<file path="src/sft_pkg.sv">
// Shared constants for the SDLC frame transmitter
package sft_pkg;
  localparam logic [7:0] SFT_FLAG = 8'h7e;
  localparam logic [15:0] SFT_CRC_PRESET = 16'hffff;
  localparam logic [15:0] SFT_CRC_POLY = 16'h8408;
  localparam logic [3:0] SFT_LEN_RESET = 4'h8;
  localparam logic [3:0] SFT_LEN_MIN = 4'h5;
  localparam logic [4:0] SFT_ABORT_ONES = 5'h08;
  localparam int SFT_FIFO_WIDTH = 12;
  localparam int SFT_FIFO_DEPTH = 32;
  typedef enum logic [2:0] {
    SFT_IDLE, SFT_FLAGS, SFT_DATA, SFT_CRC, SFT_CLOSE, SFT_ABORT
  } sft_state_type;
endpackage : sft_pkg

</file>
<file path="src/sft_fifo.sv">
// Flip-flop FIFO with valid/ready on both sides
module sft_fifo #(
  parameter int WIDTH = 8,
  parameter int DEPTH = 32
) (
  input wire logic clk,
  input wire logic reset,
  input wire logic in_valid,
  output logic in_ready,
  input wire logic [WIDTH-1:0] in_data,
  output logic out_valid,
  input wire logic out_ready,
  output logic [WIDTH-1:0] out_data
);
  localparam int AW = $clog2(DEPTH);
  logic [WIDTH-1:0] mem_q [DEPTH];
  logic [AW-1:0] wr_q;
  logic [AW-1:0] rd_q;
  logic [AW:0] cnt_q;
  logic push;
  logic pop;

  assign in_ready = (cnt_q != (AW+1)'(DEPTH));
  assign out_valid = (cnt_q != '0);
  assign out_data = mem_q[rd_q];
  assign push = in_valid & in_ready;
  assign pop = out_valid & out_ready;

  always_ff @(posedge clk) begin
    if (push) begin
      mem_q[wr_q] <= in_data;
    end
  end

  always_ff @(posedge clk) begin
    if (reset) begin
      wr_q <= '0;
      rd_q <= '0;
      cnt_q <= '0;
    end else begin
      if (push) begin
        wr_q <= (wr_q == AW'(DEPTH - 1)) ? '0 : wr_q + 1'b1;
      end
      if (pop) begin
        rd_q <= (rd_q == AW'(DEPTH - 1)) ? '0 : rd_q + 1'b1;
      end
      if (push && !pop) begin
        cnt_q <= cnt_q + 1'b1;
      end else if (pop && !push) begin
        cnt_q <= cnt_q - 1'b1;
      end
    end
  end
endmodule // sft_fifo

</file>
<file path="src/sft_transmitter.sv">
// SDLC frame transmitter: flags, zero insertion, CRC, abort
// Summary of operation
// - Reset CRC command presets generator to ones
// - Flags start once enabled and CTS active
// - CTS change first, then buffer-empty requests
// - New word length applies to later characters
// - On empty with latch reset: CRC, closing flag, buffer-empty
// - Underrun with latch reset sends CRC, interrupts
// - Send-abort command ends frame with abort
module sft_transmitter
  import sft_pkg::*;
(
  input wire logic clk,
  input wire logic reset,
  input wire logic tx_enable,
  input wire logic cts_active,
  input wire logic crc_reset_cmd,
  input wire logic abort_cmd,
  input wire logic latch_reset_cmd,
  input wire logic pending_reset_cmd,
  input wire logic [3:0] word_length,
  input wire logic byte_valid,
  output logic byte_ready,
  input wire logic [7:0] byte_data,
  output logic serial_out,
  output logic cts_change_irq,
  output logic buffer_empty_irq,
  output logic underrun_end_irq,
  output logic transmit_underrun_end_latch,
  output logic wait_ready_n
);
  sft_state_type state_q;
  logic [15:0] crc_q;
  logic [7:0] shift_q;
  logic [3:0] bits_q;
  logic [3:0] len_q;
  logic [2:0] ones_q;
  logic [4:0] abort_cnt_q;
  logic stuff;
  logic cur_bit;
  logic last_bit;
  logic cts_seen_q;
  logic cts_q;
  logic f_ready;
  logic f_push;
  logic f_valid;
  logic f_pop;
  logic [SFT_FIFO_WIDTH-1:0] f_data;

  // Word length travels with each byte so a change affects later bytes
  // length per character
  sft_fifo #(.WIDTH(SFT_FIFO_WIDTH), .DEPTH(SFT_FIFO_DEPTH)) u_fifo (
    .clk(clk),
    .reset(reset),
    .in_valid(f_push),
    .in_ready(f_ready),
    .in_data({word_length, byte_data}),
    .out_valid(f_valid),
    .out_ready(f_pop),
    .out_data(f_data)
  );

  // Bytes offered while ready is low are refused, not silently taken
  assign f_push = byte_valid && byte_ready;
  // Zero insertion after five ones; a run that ends the body is stuffed
  // before the flag, else the far end takes the flag's zero as a stuff bit
  assign stuff = (state_q != SFT_IDLE && state_q != SFT_ABORT) &&
                 (ones_q == 3'h5);
  assign cur_bit = (state_q == SFT_CRC) ? ~crc_q[0] : shift_q[0];
  assign last_bit = !stuff && (bits_q == len_q - 4'h1);
  assign f_pop = f_valid && last_bit &&
                 (state_q == SFT_FLAGS || state_q == SFT_DATA ||
                  state_q == SFT_CLOSE) && !abort_cmd;

  always_ff @(posedge clk) begin
    if (reset) begin
      state_q <= SFT_IDLE;
      shift_q <= '0;
      bits_q <= '0;
      len_q <= SFT_LEN_RESET;
      abort_cnt_q <= '0;
    end else if (abort_cmd && state_q != SFT_IDLE) begin
      state_q <= SFT_ABORT;
      abort_cnt_q <= '0;
    end else begin
      unique case (state_q)
        SFT_IDLE: begin
          if (tx_enable && cts_active) begin
            state_q <= SFT_FLAGS;
            shift_q <= SFT_FLAG;
            bits_q <= '0;
            len_q <= SFT_LEN_RESET;
          end
        end
        SFT_FLAGS, SFT_DATA, SFT_CLOSE: begin
          if (!stuff) begin
            shift_q <= {1'b0, shift_q[7:1]};
            bits_q <= bits_q + 4'h1;
          end
          if (last_bit) begin
            bits_q <= '0;
            if (f_valid) begin
              state_q <= SFT_DATA;
              shift_q <= f_data[7:0];
              len_q <= (f_data[11:8] < SFT_LEN_MIN ||
                        f_data[11:8] > SFT_LEN_RESET) ?
                       SFT_LEN_RESET : f_data[11:8];
            end else if (state_q == SFT_DATA &&
                         !transmit_underrun_end_latch) begin
              state_q <= SFT_CRC;
              len_q <= SFT_LEN_RESET;
            end else if (!tx_enable) begin
              state_q <= SFT_IDLE;
            end else begin
              // Idle line between frames is filled with flags
              state_q <= (state_q == SFT_DATA) ? SFT_FLAGS : state_q;
              shift_q <= SFT_FLAG;
              len_q <= SFT_LEN_RESET;
            end
          end
        end
        SFT_CRC: begin
          if (!stuff) begin
            bits_q <= bits_q + 4'h1;
            if (bits_q == 4'hf) begin
              state_q <= SFT_CLOSE;
              shift_q <= SFT_FLAG;
              bits_q <= '0;
            end
          end
        end
        SFT_ABORT: begin
          abort_cnt_q <= abort_cnt_q + 5'h01;
          if (abort_cnt_q == SFT_ABORT_ONES - 5'h01) begin
            state_q <= tx_enable ? SFT_FLAGS : SFT_IDLE;
            shift_q <= SFT_FLAG;
            bits_q <= '0;
            len_q <= SFT_LEN_RESET;
          end
        end
        default: state_q <= SFT_IDLE;
      endcase
    end
  end

  // Serial bit and run-of-ones tracking for zero insertion
  always_ff @(posedge clk) begin
    if (reset) begin
      serial_out <= 1'b1;
      ones_q <= '0;
    end else if (state_q == SFT_IDLE || state_q == SFT_ABORT) begin
      serial_out <= 1'b1;
      ones_q <= '0;
    end else if (stuff) begin
      serial_out <= 1'b0;
      ones_q <= '0;
    end else begin
      serial_out <= cur_bit;
      ones_q <= (cur_bit && state_q != SFT_FLAGS && state_q != SFT_CLOSE)
                ? ones_q + 3'h1 : 3'h0;
    end
  end

  // CRC shift-out uses the register as its own shifter
  always_ff @(posedge clk) begin
    if (reset) begin
      crc_q <= SFT_CRC_PRESET;
    end else if (crc_reset_cmd) begin
      crc_q <= SFT_CRC_PRESET;
    end else if (state_q == SFT_CRC && !stuff) begin
      crc_q <= {1'b0, crc_q[15:1]};
    end else if (state_q == SFT_CLOSE && last_bit) begin
      crc_q <= SFT_CRC_PRESET;
    end else if (state_q == SFT_DATA && !stuff) begin
      crc_q <= (crc_q[0] ^ shift_q[0]) ?
               ({1'b0, crc_q[15:1]} ^ SFT_CRC_POLY) : {1'b0, crc_q[15:1]};
    end
  end

  always_ff @(posedge clk) begin
    if (reset) begin
      transmit_underrun_end_latch <= 1'b1;
      underrun_end_irq <= 1'b0;
    end else begin
      underrun_end_irq <= 1'b0;
      if (state_q == SFT_DATA && last_bit && !f_valid &&
          !transmit_underrun_end_latch && !abort_cmd) begin
        transmit_underrun_end_latch <= 1'b1;
        underrun_end_irq <= 1'b1;
      end else if (latch_reset_cmd) begin
        transmit_underrun_end_latch <= 1'b0;
      end
    end
  end

  always_ff @(posedge clk) begin
    if (reset) begin
      cts_q <= 1'b0;
      cts_seen_q <= 1'b0;
      cts_change_irq <= 1'b0;
      buffer_empty_irq <= 1'b0;
    end else begin
      cts_q <= cts_active;
      cts_change_irq <= (cts_active != cts_q);
      if (cts_active && !cts_q) begin
        cts_seen_q <= 1'b1;
      end else if (state_q == SFT_IDLE && !tx_enable) begin
        cts_seen_q <= 1'b0;
      end
      if (pending_reset_cmd) begin
        buffer_empty_irq <= 1'b0;
      end
      if (cts_seen_q && f_pop) begin
        buffer_empty_irq <= 1'b1;
      end else if (state_q == SFT_CLOSE && last_bit && !f_valid) begin
        buffer_empty_irq <= 1'b1;
      end
    end
  end

  // Ready only after the CTS interrupt so the first byte follows it.
  // Ready drops for a cycle after each take: the registered flag then
  // never promises room that the last push has already used.
  always_ff @(posedge clk) begin
    if (reset) begin
      byte_ready <= 1'b0;
      wait_ready_n <= 1'b1;
    end else begin
      byte_ready <= f_ready && cts_seen_q && !f_push;
      wait_ready_n <= !(f_ready && cts_seen_q && !f_push);
    end
  end
endmodule // sft_transmitter

</file>
<file path="config.mk">
export PLATFORM = sky130hd
export DESIGN_NAME = sft_transmitter
export DESIGN_NICKNAME = d
export VERILOG_FILES = /design/src/sft_pkg.sv /design/src/sft_fifo.sv /design/src/sft_transmitter.sv
export SDC_FILE = /design/constraint.sdc
export NUM_CORES = 1
export LEC_CHECK = 0
export ABC_AREA = 1
export BUFFER_PORTS_ARGS = -buffer_cell sky130_fd_sc_hd__buf_2
export CAP_MARGIN = 20
export CORE_ASPECT_RATIO = 1.5
export CORE_MARGIN = 8
export CORE_UTILIZATION = 60
export CTS_CLUSTER_DIAMETER = 200
export DETAILED_ROUTE_END_ITERATION = 7
export PLACE_DENSITY = 0.74
export SLEW_MARGIN = 20
export SYNTH_ARGS = -nofsm -noshare
export SYNTH_HDL_FRONTEND = slang
export SYNTH_SLANG_ARGS = --single-unit
</file>
<file path="constraint.sdc">
create_clock -name clk -period 3.9 [get_ports clk]
set_input_delay 0.975 -clock clk [delete_from_list [all_inputs] [get_ports clk]]
set_output_delay 0.975 -clock clk [all_outputs]
set_load 0.02 [all_outputs]
</file>
**Word-level counts from Yosys, hierarchy flattened**

Memory sizes are Yosys's and may differ from the RTL's. A register that Yosys moved wholly into a read port is not among the register bits.
Index checks and enable logic that the tools add are counted.

- Memories kept: 1
- Register bits: 68
- RAM bits: 384
- Output and inout bits: 7
- Logic and storage cells: 186

Memories:

| name | words | width | rd ports | clocked after memory_dff | wr ports | line | text |
|---|---|---|---|---|---|---|---|
| u_fifo.mem_q | 32 | 12 | 1 | 1 | 1 | sft_fifo.sv:16 | `logic [WIDTH-1:0] mem_q [DEPTH];` |

- $add $sub $neg: 8
- Muxes and demuxes: 57
- Reductions and logical operators: 61
- Order comparisons: 2
- Equality and inequality tests: 30
- Bitwise gates (word level): 7

Operators by type and width:

| operator | number |
|---|---|
| $mux 8 | 9 |
| $mux 16 | 4 |
| $mux 4 | 13 |
| $pmux 8 s4 | 1 |
| $mux 3 | 10 |
| $reduce_and 6->1 | 5 |
| $logic_and 1x1->1 | 27 |
| $ne 3x3->1 const B | 8 |
| $mux 5 | 4 |
| $pmux 4 s4 | 1 |
| $add 5x1->5 const B | 3 |
| $mux 6 | 2 |
| $ne 6x6->1 const B | 2 |
| $pmux 3 s4 | 1 |
| $pmux 4 s3 | 1 |
| $reduce_bool 3->1 | 4 |
| $mux 1 | 11 |
| $eq 5x5->1 const B | 2 |
| $logic_not 1->1 | 10 |
| $ne 2x2->1 const B | 5 |
| $eq 3x3->1 const B | 3 |
| $reduce_or 2->1 | 4 |
| $add 6x1->6 const B | 1 |
| $eq 3x2->1 const B | 2 |
| other kinds (25) | 32 |

**Longest topological paths before layout**

- Word-level depth: 12
- Gate-level depth with buffers: 20

**Cells and area by module**

Synthesis repeated with hierarchy kept, for this count alone.

- Cell total of the unflattened synthesis: 1879
- Area total of the unflattened synthesis: 19482.4 µm²

By module, submodules not included:

| module | sequential area each (µm²) | area an instance (µm²) | times used | cells each |
|---|---|---|---|---|
| sft_fifo | 11951.5 | 16762.3 | 1 | 1487 |
| sft_transmitter | 1041.0 | 2720.1 | 1 | 392 |

**Worst setup path after synthesis**

No wires, ideal clock.

- Kind: reg-to-reg
- From: register len_q[0]
- To: register u_fifo.cnt_q[5]
- Setup time: 0.119 ns
- Buffers on the path: 0
- Arrival time: 2.924 ns
- Cell stages (with the launch flop): 20
- Path slack: 0.857 ns
- Cell sequence: dfxtp_1 -> inv_2 -> ha_1 -> xnor2_1 -> nor2_1 -> nand2_4 -> nor2_8 -> nand3_4 -> ha_1 -> inv_1 -> ha_1 -> a21oi_1 -> nand2_1 -> a21o_1 -> a21oi_1 -> nor2_1 -> nor2_1 -> nand2_1 -> o21ai_0 -> a21oi_1

- Longest elaborated chain between the ends: 10
- Elaborated cells on any way between the ends: 12

RTL lines:

| what | line | text |
|---|---|---|
| start, declared | sft_transmitter.sv:36 | `logic [3:0] len_q;` |
| start signal, assigned | sft_transmitter.sv:105 | `len_q <= (f_data[11:8] < SFT_LEN_MIN \|\|` |
| $sub 4x1->4 (*) | sft_transmitter.sv:70 | `assign last_bit = !stuff && (bits_q == len_q - 4'h1);` |
| $eq 4x4->1 (*) | sft_transmitter.sv:70 |  |
| $logic_and 1x1->1 (*) | sft_transmitter.sv:70 |  |
| $logic_and 1x1->1 (*) (2 in a row) | sft_transmitter.sv:71 | `assign f_pop = f_valid && last_bit &&` |
| $logic_and 1x1->1 (*) | sft_transmitter.sv:73 | `state_q == SFT_CLOSE) && !abort_cmd;` |
| $and 1x1->1 (*) | sft_fifo.sv:27 | `assign pop = out_valid & out_ready;` |
| $logic_not 1->1 | sft_fifo.sv:47 | `if (push && !pop) begin` |
| $logic_and 1x1->1 | sft_fifo.sv:47 |  |
| $mux 6 / $reduce_bool 2->1 (equally long branches) | - |  |
| end signal, assigned | sft_fifo.sv:48 | `cnt_q <= cnt_q + 1'b1;` |
| end signal, assigned | sft_fifo.sv:50 | `cnt_q <= cnt_q - 1'b1;` |
| end, declared | sft_fifo.sv:19 | `logic [AW:0] cnt_q;` |

Mark *: on every way between the ends. The rest lies on a longest branch, timed or not.
A chain may end at the register's enable or synchronous reset.

**Worst setup path in the final report**

Ends and elaborated chain as after synthesis.

==> metrics.md <==
| Metric | Value |
|---|---|
| Layout cells sized above 1 | `0.104` |
| Setup-failing EPs final | `0` |
| Period minus WS final | `3.48 ns` |
| Pre-Repair DR Iteration Count | `6` |
| DIE WIDTH | `162 um` |
| Outcome | `completed` |
| Count of final max-slew check failures | `0` |
| Clock Sinks | `457` |
| Mean Syn Cell Area | `10.7 um2` |
| Logic pwr share | `0.079` |
| CP Launch Type | `flop` |
| Routability Congestion | `0.941` |
| CTS tree | `done` |
| Worst Hold Class | `flop to flop` |
| RSZ-0062 raised after global routing | `false` |
| Die height | `235 um` |
| H-tree level count | `2` |
| Post-Syn Nets | `1836` |
| Fill cells | `2319` |
| Mapped Cells | `1796` |
| Final std cells w/o fill | `2268` |
| Number of global-route vias before repair | `12900` |
| Diodes inserted | `0` |
| Critical-path cell list | `inv_2, ha_1, xnor2_1, nor2_1, nand2_4, nor2_8, nand3_4, ha_1, inv_1, ha_1, a21oi_1, nand2_1, a21o_1, a21oi_1, nor2_1, nor2_1, nand2_1, o21ai_0, a21oi_1` |
| Avg Vias per Cell | `5.88` |
| Psw | `2.36 mW` |
| Count of different cell masters after synthesis | `43` |
| Core ar. | `0.0317 mm2` |
| Most frequent cells in the layout | `545 x nand2_1, 384 x edfxtp_1, 369 x nand3_1` |
| Yosys reg bits | `457` |
| Layout net count | `1865` |
| WP data required | `4.33 ns` |
| Post-synth EDFFs | `384` |
| Critical R2R Launch | `len_q[0]$_SDFFE_PP0P_` |
| Arrival time at the worst endpoint | `3.91 ns` |
| Most common cell after layout, fill and taps aside | `nand2_1` |
| Largest net degree at the start of global routing | `193` |
| Number of port buffers | `27` |
| Total wire length | `45.9 mm` |
| Ys Warns | `0` |
| Final hold vios | `0` |
| Post-route ant nets | `0` |
| Wire per inst | `20.2 um` |
| Reg power frac | `0.527` |
| Max clock buf depth | `3` |
| VDD IR max | `370 uV` |
| Clk root buf | `clkbuf_16` |
| Util after Layout | `0.670` |
| Sum Neg Setup Slack | `0 ns` |
| Skew final | `0.0240 ns` |
| Netlist Area Pre-Place | `0.0193 mm2` |
| CP startpoint | `len_q[0]$_SDFFE_PP0P_` |
| GRT Overall Usage | `0.239` |
| Switching share of power | `0.229` |
| Clk slew on worst S/H paths | `0.07 ns` |
| Worst path max stage delay | `0.39 ns` |
| Starting Density | `0.607` |
| Slew @ Worst Pin | `1.03 ns` |
| Iter 0 DRT Violations | `1589` |
| Setup CP Type | `flop to flop` |
| P_leak | `7.89 nW` |
| Setup Buffers After CTS | `0` |
| Max-cap viol count | `0` |
| Die ar. | `0.0382 mm2` |
| Crit share post-route | `0.891` |
| Ports | `28` |
| Slowest CP cell | `dfxtp_1` |
| CTS Buf Count | `43` |
| First-pass GRT wire length | `70.9 mm` |
| Reg2Reg Depth | `19` |
| Hold buffer count at CTS | `0` |
| Ys async rst share | `0` |
| DRC Markers | `0` |
| Clock Latency Late Sink | `0.55 ns` |
| PwrDens | `485 mW/mm2` |
| Critical Path End | `u_fifo.cnt_q[5]$_SDFFE_PP0P_` |
| Rel. slew slack | `0.308` |
| Synthesis-to-layout area growth | `10.3%` |
| Synth area leaders | `edfxtp_1 60%, nand2_1 11%, nand3_1 9.6%, dfxtp_1 7.6%, nor2_1 1.5%` |
| Synth top area share | `0.598` |
| DP HPWL | `28.1 mm` |
| Main synth FF type | `edfxtp_1` |
| Critical-path maximum fanout | `10` |
| Gr ovfl total | `0` |
| Clk pwr share | `0.394` |
| Area leader, netlist | `edfxtp_1` |
| Row cnt | `80` |
| Post-cts sizing count | `0` |
| Via count | `13300` |
| Critical Path Sink Type | `flop` |
| Fmax | `0.288 GHz` |
| Crit Reg-Reg Endpoint | `u_fifo.cnt_q[5]$_SDFFE_PP0P_` |
| Hold Path Stages | `1` |
| Initial antenna violation count | `0` |
| Sequential fraction of the synthesis area | `0.674` |
| Int Power | `7.96 mW` |
| Reg2reg setup slack | `0.42 ns` |
| DP Cell Count | `2190` |
| Final Power | `10.3 mW` |
[kinds of logic after synthesis]
logic type               after synthesis  share of synthesized area
XOR/XNOR                              16                    0.00727
buffers and inverters                159                     0.0358
flip-flops                           457                      0.674
adder cells (fa/ha/maj)               19                     0.0127
AO/OA/AOI/OAI                        108                     0.0321
AND/OR/NAND/NOR                     1037                      0.238
[area by class of cell]
class	count	area, um2	share of cell area
tap	410	513	0.0241
sequential	457	13000	0.611
timing repair buffer	74	526	0.0247
clock buffer	61	1200	0.0563
inverter	69	265	0.0125
multi-input combinational	1180	5590	0.263
clock inverter	17	169	0.00794
[power by group through the flow]
| stage | clock (mW) | combinational, mW | sequential (mW) |
|---|---|---|---|
| floorplan | 0 | 0.569 | 5.54 |
| global placement | 0 | 0.795 | 5.53 |
| detailed placement | 0 | 0.809 | 5.54 |
| CTS | 4.12 | 0.815 | 5.43 |
| global route | 4.30 | 0.904 | 5.44 |
| finish | 4.07 | 0.814 | 5.44 |
[how the worst min path moves through the flow]
stage | startpoint | end
3_5_place_dp | cts_seen_q$_SDFFE_PP0P_ | wait_ready_n$_SDFF_PP1_
3_3_place_gp | cts_seen_q$_SDFFE_PP0P_ | wait_ready_n$_SDFF_PP1_
4_1_cts | cts_seen_q$_SDFFE_PP0P_ | wait_ready_n$_SDFF_PP1_
2_1_floorplan | cts_seen_q$_SDFFE_PP0P_ | wait_ready_n$_SDFF_PP1_
5_1_grt | cts_seen_q$_SDFFE_PP0P_ | wait_ready_n$_SDFF_PP1_
6_report | cts_seen_q$_SDFFE_PP0P_ | wait_ready_n$_SDFF_PP1_
[synthesized netlist by cell type, drive strengths merged, types with 2 or more instances]
library cell / count
a21oi: 39
buf: 66
clkbuf: 24
dfxtp: 73
edfxtp: 384
ha: 18
inv: 69
nand2: 550
nand3: 372
nand4: 10
nor2: 88
nor3: 11
nor3b: 2
o211ai: 7
o21ai: 52
o31ai: 5
or2: 3
xnor2: 7
xor2: 9
[stage by stage]
step / hold slack [ns] / setup WS (ns) / cell area [um2]
2_1_floorplan: 0.407 / 0.857 / 19300
3_3_place_gp: 0.425 / 0.559 / 19900
3_5_place_dp: 0.420 / 0.496 / 19900
4_1_cts: 0.433 / 0.473 / 21300
5_1_grt: 0.461 / 0.162 / 21300
6_report: 0.429 / 0.424 / 21300
[critical path, delay by kind of cell (launching register included)]
| family | cells | cell delay, ns |
|---|---|---|
| buffers and inverters | 2 | 0.19 |
| adder cells (fa/ha/maj) | 3 | 0.89 |
| XOR/XNOR | 1 | 0.12 |
| flip-flops | 1 | 0.39 |
| AND/OR/NAND/NOR | 8 | 1.04 |
| AO/OA/AOI/OAI | 5 | 0.73 |
[registers in the layout (all words and copies together) (netlist names), 4 cells and up, named ones only]
signal        flops
crc_q            16
bits_q            4
u_fifo.wr_q       5
u_fifo.mem_q    384
shift_q           8
abort_cnt_q       5
u_fifo.cnt_q      6
u_fifo.rd_q       5
len_q             4
[per-layer routing]
layer | wire length (um) | vias up | GRT usage | part of all wire
met2 | 23200 | 557 | 0.401 | 0.51
met1 | 17400 | 6374 | 0.292 | 0.38
met5 | 0 | - | 0 | 0
li1 | - | 6289 | - | -
met3 | 2760 | 123 | 0.0299 | 0.060
met4 | 2480 | 0 | 0.137 | 0.054
Note: power is estimated with default switching activity, not from simulation.
